File: config.mk
export PLATFORM = sky130hd
export DESIGN_NAME = branch_if_carry_set_unit
export DESIGN_NICKNAME = d
export VERILOG_FILES = /design/src/core/branch_pkg.sv /design/src/core/branch_if.sv /design/src/core/branch_target_calc.sv /design/src/core/branch_if_carry_set_unit.sv
export SDC_FILE = /design/constraint.sdc
export NUM_CORES = 1
export LEC_CHECK = 0
export ABC_AREA = 1
export BUFFER_PORTS_ARGS = -buffer_cell sky130_fd_sc_hd__buf_2
export CAP_MARGIN = 20
export CORE_MARGIN = 10
export CORE_UTILIZATION = 25
export DETAILED_ROUTE_END_ITERATION = 12
export GPL_TIMING_DRIVEN = 0
export PLACE_DENSITY = 0.52
export SLEW_MARGIN = 20
export SYNTH_ARGS = -nofsm -noshare
export SYNTH_HDL_FRONTEND = slang
export SYNTH_HIERARCHICAL = 1
export SYNTH_SLANG_ARGS = --single-unit
File: constraint.sdc
create_clock -name i_clk -period 2.2 [get_ports i_clk]
set_input_delay 0.33 -clock i_clk [delete_from_list [all_inputs] [get_ports i_clk]]
set_output_delay 0.33 -clock i_clk [all_outputs]
set_load 0.05 [all_outputs]
File: src/core/branch_pkg.sv
// package: constants for the carry-conditional relative branch unit
package branch_pkg;
  localparam int          PC_WIDTH        = 21;
  localparam int          WORD_WIDTH      = 16;
  localparam int          OFFSET_WIDTH    = 8;
  localparam logic [7:0]  BRANCH_OPCODE   = 8'hE2;
  localparam int          OPCODE_MSB      = 15;
  localparam int          OPCODE_LSB      = 8;
  localparam logic [20:0] PC_RESET        = 21'h000000;
  localparam logic [20:0] WORD_STEP       = 21'h000002;
  localparam int          TAKEN_CYCLES    = 2;
  localparam int          NOTTAKEN_CYCLES = 1;
  localparam logic        FLAG_CLEAR      = 1'b0;

  typedef enum logic [1:0]
  {
    ST_EXEC  = 2'b00,
    ST_FLUSH = 2'b01
  } unit_state_t;
endpackage

File: src/core/branch_if.sv
// interface: carries the decoded branch request between decoder and executor
`timescale 1ns/1ns
`default_nettype none
interface branch_if;
  logic        valid;
  logic        carry;
  logic [7:0]  offset;
  logic        take;
  logic        busy;

  modport dec
  (
    output valid,
    output carry,
    output offset,
    input  take,
    input  busy
  );
  modport exe
  (
    input  valid,
    input  carry,
    input  offset,
    output take,
    output busy
  );
endinterface
`default_nettype wire

File: src/core/branch_target_calc.sv
// module: combinational target address for a relative branch
`timescale 1ns/1ns
`default_nettype none
module branch_target_calc
  import branch_pkg::*;
#(
  parameter int PCW = PC_WIDTH
)
(
  input  wire logic [PCW-1:0] i_pc_next,
  input  wire logic [7:0]     i_offset,
  output logic      [PCW-1:0] o_target
);
  logic [PCW-1:0] scaled;

  // offset sign-extended then doubled; pc_next already holds own address plus two
  always_comb
  begin
    scaled   = {{(PCW-9){i_offset[7]}}, i_offset, 1'b0};
    o_target = i_pc_next + scaled;
  end
endmodule
`default_nettype wire

File: src/core/branch_if_carry_set_unit.sv
// top: branch_if_carry_set execution with program counter sequencing
`timescale 1ns/1ns
`default_nettype none
module branch_if_carry_set_unit
  import branch_pkg::*;
#(
  parameter int PCW = PC_WIDTH
)
(
  input  wire logic                  i_clk,
  input  wire logic                  i_sys_rst,
  input  wire logic                  i_ce,
  input  wire logic [WORD_WIDTH-1:0] i_instr,
  input  wire logic                  i_instr_valid,
  input  wire logic                  i_carry,
  output logic      [PCW-1:0]        o_pc,
  output logic                       o_taken,
  output logic                       o_flush,
  output logic                       o_flags_we
);
  branch_if bus ();

  unit_state_t    state;
  unit_state_t    next_state;
  logic [PCW-1:0] pc;
  logic [PCW-1:0] next_pc;
  logic [PCW-1:0] target;
  logic           taken;
  logic           next_taken;
  logic           flush;
  logic           next_flush;
  // status write enable is a flop too, so every port leaves straight from a register
  logic           flags_we;
  logic           next_flags_we;

  // opcode decode, used by both the request and the checks
  function automatic logic is_branch(input logic [WORD_WIDTH-1:0] w);
    is_branch = (w[OPCODE_MSB:OPCODE_LSB] == BRANCH_OPCODE);
  endfunction

  // decoder side of the carrier; instructions arriving in a flush cycle are dropped
  assign bus.valid  = i_instr_valid && is_branch(i_instr);
  assign bus.carry  = i_carry;
  assign bus.offset = i_instr[OFFSET_WIDTH-1:0];
  // busy masks the refill cycle, so a word offered there can never redirect flow
  assign bus.take   = bus.valid && bus.carry && !bus.busy;
  assign bus.busy   = (state == ST_FLUSH);

  branch_target_calc #(.PCW(PCW)) u_calc
  (
    .i_pc_next (pc + WORD_STEP[PCW-1:0]),
    .i_offset  (bus.offset),
    .o_target  (target)
  );

  // next-state: taken jumps then flushes one cycle, any other valid word outside the flush cycle steps one word, no word holds
  always_comb
  begin
    next_state = state;
    next_pc    = pc;
    next_taken = 1'b0;
    next_flush = 1'b0;
    next_flags_we = FLAG_CLEAR; // branch never touches status
    unique case (state)
      ST_EXEC:
      begin
        if (i_instr_valid)
        begin
          if (bus.take)
          begin
            next_pc    = target;
            next_taken = 1'b1;
            next_flush = 1'b1;
            next_state = ST_FLUSH;
          end
          else
          begin
            next_pc = pc + WORD_STEP[PCW-1:0];
          end
        end
      end
      ST_FLUSH:
      begin
        next_state = ST_EXEC; // refill cycle, pc already holds target
      end
      default:
      begin
        next_state = ST_EXEC;
      end
    endcase
  end

  // state registers; clock enable freezes everything
  always_ff @(posedge i_clk or posedge i_sys_rst)
  begin
    if (i_sys_rst)
    begin
      state   <= ST_EXEC;
      pc      <= PC_RESET[PCW-1:0];
      taken   <= 1'b0;
      flush   <= 1'b0;
      flags_we <= FLAG_CLEAR;
    end
    else if (i_ce)
    begin
      state   <= next_state;
      pc      <= next_pc;
      taken   <= next_taken;
      flush   <= next_flush;
      flags_we <= next_flags_we;
    end
  end

  assign o_pc       = pc;
  assign o_taken    = taken;
  assign o_flush    = flush;
  assign o_flags_we = flags_we; // the branch never writes status

  // checks
  logic [PCW-1:0] exp_tgt;
  assign exp_tgt = pc + WORD_STEP[PCW-1:0]
                 + {{(PCW-9){i_instr[7]}}, i_instr[7:0], 1'b0};

  // a branch with carry set must jump and enter the refill cycle
  property p_take_carry;
    @(posedge i_clk) disable iff (i_sys_rst)
    (i_ce && state == ST_EXEC && i_instr_valid && is_branch(i_instr) && i_carry)
      |=> (taken && state == ST_FLUSH);
  endproperty
  a_take_carry: assert property (p_take_carry) else $error("carry branch not taken");

  // anything else accepted steps exactly one word and raises no pulse
  property p_notake;
    @(posedge i_clk) disable iff (i_sys_rst)
    (i_ce && state == ST_EXEC && i_instr_valid && !(is_branch(i_instr) && i_carry))
      |=> (!taken && pc == $past(pc) + WORD_STEP[PCW-1:0]);
  endproperty
  a_notake: assert property (p_notake) else $error("sequential step wrong");

  // jump lands on own address plus two plus the doubled offset
  property p_target;
    @(posedge i_clk) disable iff (i_sys_rst)
    (i_ce && state == ST_EXEC && i_instr_valid && is_branch(i_instr) && i_carry)
      |=> (pc == $past(exp_tgt));
  endproperty
  a_target: assert property (p_target) else $error("branch target wrong");

  // negative offset moves backwards; compared as a modular signed distance,
  // since a jump below address zero wraps to the top of the pc range
  property p_back;
    @(posedge i_clk) disable iff (i_sys_rst)
    (i_ce && i_instr_valid && is_branch(i_instr) && i_instr[7] && i_carry
      && state == ST_EXEC) |=> ($signed(pc - $past(pc) - WORD_STEP[PCW-1:0]) < 0);
  endproperty
  a_back: assert property (p_back) else $error("negative offset not backward");

  // refill cycle holds the target and returns to execution
  property p_two_cycle;
    @(posedge i_clk) disable iff (i_sys_rst)
    (i_ce && state == ST_FLUSH) |=> (state == ST_EXEC && pc == $past(pc) && !taken);
  endproperty
  a_two_cycle: assert property (p_two_cycle) else $error("flush cycle wrong");

  // status write enable never rises
  property p_noflag;
    @(posedge i_clk) disable iff (i_sys_rst) !o_flags_we;
  endproperty
  a_noflag: assert property (p_noflag) else $error("status written");

  c_taken: cover property (@(posedge i_clk) disable iff (i_sys_rst) taken ##1 !flush);
  c_not: cover property (@(posedge i_clk) disable iff (i_sys_rst)
    i_ce && i_instr_valid && is_branch(i_instr) && !i_carry && state == ST_EXEC);
  // jump distance stays inside the doubled signed byte around pc plus two
  property p_reach;
    @(posedge i_clk) disable iff (i_sys_rst)
    (i_ce && state == ST_EXEC && i_instr_valid && is_branch(i_instr) && i_carry)
      |=> ($signed(pc - $past(pc) - WORD_STEP[PCW-1:0]) >= -256
        && $signed(pc - $past(pc) - WORD_STEP[PCW-1:0]) <= 254);
  endproperty
  a_reach: assert property (p_reach) else $error("branch distance out of range");

  // pulse lasts one enabled cycle, so the refill never swallows two words
  property p_pulse_once;
    @(posedge i_clk) disable iff (i_sys_rst)
    (i_ce && taken) |=> (!taken && !flush);
  endproperty
  a_pulse_once: assert property (p_pulse_once) else $error("taken pulse too long");

  // a word offered during the refill cycle is dropped and the pc holds
  property p_flush_drop;
    @(posedge i_clk) disable iff (i_sys_rst)
    (i_ce && state == ST_FLUSH && i_instr_valid) |=> (pc == $past(pc) && !taken);
  endproperty
  a_flush_drop: assert property (p_flush_drop) else $error("word accepted in refill");

  // with the enable low nothing moves, not even a pending refill
  property p_freeze;
    @(posedge i_clk) disable iff (i_sys_rst)
    !i_ce |=> ($stable(pc) && $stable(state) && $stable(taken) && $stable(flush));
  endproperty
  a_freeze: assert property (p_freeze) else $error("state moved with enable low");

  c_back: cover property (@(posedge i_clk) disable iff (i_sys_rst)
    $rose(taken) && $past(i_instr[7]));
  c_drop: cover property (@(posedge i_clk) disable iff (i_sys_rst)
    i_ce && state == ST_FLUSH && i_instr_valid);
  c_hold: cover property (@(posedge i_clk) disable iff (i_sys_rst)
    !i_ce && taken);
endmodule
`default_nettype wire

==> flow_metrics.tcl <==
set metrics [dict create \
    ys_seq_elements 23 \
    switching_power_mw 2.173 \
    wl_per_cell_um 14.02 \
    drt_wl_total_um 10490 \
    final_max_slew_viol_count 0 \
    rsz0062_at_grt "yes" \
    start_kind "flip-flop" \
    setup_viol_count_final 15 \
    setup_tns_ns -3.833 \
    r2r_cells 21 \
    slew_headroom_pct 62.30 \
    syn_to_final_growth_pct 55.70 \
    comb_power_share_pct 73.6 \
    violations "negative setup slack" \
    skew_ns 0.002261 \
    synthMuxAreaShare_pct 0 \
    synthTopCellsByArea "nand2_1, dfrtp_1, inv_1" \
    setup.worst_path.end_class "flip-flop" \
    rows 39 \
    avgSynthCellArea_um2 5.825 \
    swShare_pct 51.45 \
    io_pins 45 \
    fin_ws_ns -0.3901 \
    syn_inst 511 \
    hold_buffers 0 \
    yosys.area.top_type "nand2_1" \
    grt_pass1_wl_um 15980 \
    regArea_um2 591.8 \
    hold_path.class "in -> async" \
    synth-warning-count 6 \
    clk_latency_ns 0.27 \
    h-tree-depth 1 \
    drt_first_pass_iters 4 \
    syn_area_um2 2977 \
    track_usage_pct 11.80 \
    async_flop_share_pct 100.0 \
    rrSetupSlack_ns -0.39 \
    dr_total_vias 3503 \
    max_freq_ghz 0.3861 \
    cap_violations 0 \
    dieArea_um2 16670 \
    first_iter_violations 170 \
    peakVddDrop_v 0.0008457 \
    power_frac_clock_pct 10.2 \
    crit_path_max_fanout 4 \
    dp_hpwl_um 7736 \
    gp_congestion 0.8536 \
    antenna_found_initial 0 \
    cp.arrival_ns 2.80 \
    n_antenna_cell 0 \
    powerDensity_nw_per_um2 911.1 \
    cts_tree "built" \
    fin_nets 648 \
    drc 0 \
    ant_nets 0 \
    synthAdderAreaFrac_pct 9.079 \
    power.internal_mw 2.050 \
    clock_sink_count 23 \
    fillers 1234 \
    path_class "reg -> reg" \
    status "complete, but fails checks" \
    cts_buffers 3 \
    avgViaCountPerCell 4.683 \
    synth_most_common_cell "nand2_1" \
    synth_xor_area_share_pct 5.002 \
    clk_pin_slew_worst_paths_ns 0.07 \
    timing.rr.start "o_pc[2]$_DFFE_PP0P_" \
    grt-ovfl-total 0 \
    synth-simple-area-share_pct 48.51 \
    p_leak_nw 2.363 \
    required_ns 2.41 \
    period_minus_slack_ns 2.590 \
    synth_common_cells "nand2_1, inv_1, nor2_1, nand3_1, dfrtp_1" \
    die_x_um 129.1 \
    drive_gt1_share_pct 44.63 \
    r2r_end "o_pc[16]$_DFFE_PP0P_" \
    place_ws_ns -0.5680 \
    synth_top_family_by_area "simple AND/OR/NAND/NOR gates" \
    clock_path_buffers 2 \
    grt_pass1_vias 3254 \
    cts_root_buf "clkbuf_16" \
    syn_nets 553 \
    start_util_pct 25.85 \
    seqPwrFrac_pct 16.2 \
    die_height_um 129.1 \
    finalCritPeriodShare_pct 117.7 \
    worstMarginPinSlew_ns 0.5655 \
    grt_max_degree 24 \
    multi_input_area_um2 2833 \
    core_um2 11520 \
    synth-compound-area-share_pct 6.221 \
    synth_cell_types 36 \
    synth_top_flop_cell "dfrtp_1" \
    yosysSeqAreaShare_pct 19.34 \
    portBuffers 43 \
    synth_edf_count 0 \
    hold_viol 0 \
    synth_top_area_share_pct 24.21 \
]
flip-flops by register name (all words and copies together), names as in the netlist:
register / count
state: 1
o_pc: 21
o_flush: 1
critical path, stage by stage (launching register included):
cell and delay [ns]:
dfrtp_2 0.40, ha_4 0.17, nand2_4 0.06, nor2_4 0.16, buf_6 0.13, nand3_4 0.10, nand2_2 0.09, nand2_2 0.07
ha_4 0.32, nand2_4 0.07, inv_2 0.06, nand2_1 0.05, and2_4 0.16, nor2_1 0.09, nor2_1 0.07, nand2_1 0.06
nand2_1 0.05, nand2_1 0.08, nor2_1 0.05, nor2_1 0.14, nand2_1 0.08, nand2_1 0.06
power groups by stage:
stage / Sequential (mW) / Combinational, mW / Clock [mW]
4_1_cts: 0.674 / 2.70 / 0.438
5_1_grt: 0.701 / 3.34 / 0.455
2_1_floorplan: 0.983 / 1.28 / 0
6_report: 0.683 / 3.11 / 0.431
3_5_place_dp: 0.695 / 2.07 / 0
3_3_place_gp: 0.690 / 2.06 / 0
layout by cell type (no fill, tap or decap), types with 10 or more instances in the layout:
master and count:
buf_4 45, dfrtp_2 13, buf_2 46, ha_4 15, nand2_1 145, dfrtp_1 10, nor2_4 17, inv_2 16
inv_1 60, nor2_1 37, nand2_4 14, nand3_1 32, nand3_2 11, nand2_2 41
per-stage QoR:
stage	power [mW]	cells	util [%]	hold slack [ns]	cell area [um^2]
final	4.223	748	40.24	0.006041	4634
after global routing	4.495	748	40.24	0.02737	4634
after detailed placement	2.767	697	30.76	0.5025	3542
after floorplan	2.261	511	-	0.3311	3148
after global placement	2.752	697	30.76	0.5090	3542
after CTS	3.810	733	36.81	0.2850	4239
per-layer routing:
layer,GRT usage (%),part of all wire [%]
met2,18.96,47
met1,15.25,45
met5,0,0
met4,3.211,2.3
met3,3.140,5.8
logic make-up after synthesis:
group	after synthesis
xor+xnor	17
compound gates	35
flops	23
other cells	1
fa+ha+maj	21
buf+inv	86
simple gates	328
worst max-delay path by stage:
| stage | from | end | slack [ns] | cells past startpoint |
|---|---|---|---|---|
| after floorplan | o_pc[2]$_DFFE_PP0P_ | o_pc[20]$_DFFE_PP0P_ | -0.32 | 20 |
| after global placement | o_pc[2]$_DFFE_PP0P_ | o_pc[20]$_DFFE_PP0P_ | -0.54 | 19 |
| after detailed placement | o_pc[2]$_DFFE_PP0P_ | o_pc[20]$_DFFE_PP0P_ | -0.57 | 18 |
| after CTS | o_pc[1]$_DFFE_PP0P_ | o_pc[16]$_DFFE_PP0P_ | -0.36 | 21 |
| after global routing | o_pc[2]$_DFFE_PP0P_ | o_pc[16]$_DFFE_PP0P_ | -0.59 | 19 |
| final | o_pc[2]$_DFFE_PP0P_ | o_pc[16]$_DFFE_PP0P_ | -0.39 | 21 |
repair_timing:
item                                   CTS  global route
setup buffers                           32            15
setup endpoints to repair               15            16
pin swaps                               45            61
resized for setup                       77            79
endpoints found under the hold margin    0             0
final cells by class:
| class | count | area share [%] |
|---|---|---|
| plain buffers | 9 | 1.296 |
| inverters | 77 | 6.237 |
| multi-input cells | 402 | 61.12 |
| well taps | 143 | 3.861 |
| flip-flops and latches | 23 | 12.77 |
| clock buffers | 4 | 1.701 |
| repair buffers | 90 | 13.01 |
No activity file was read; power rests on OpenSTA's default activity.
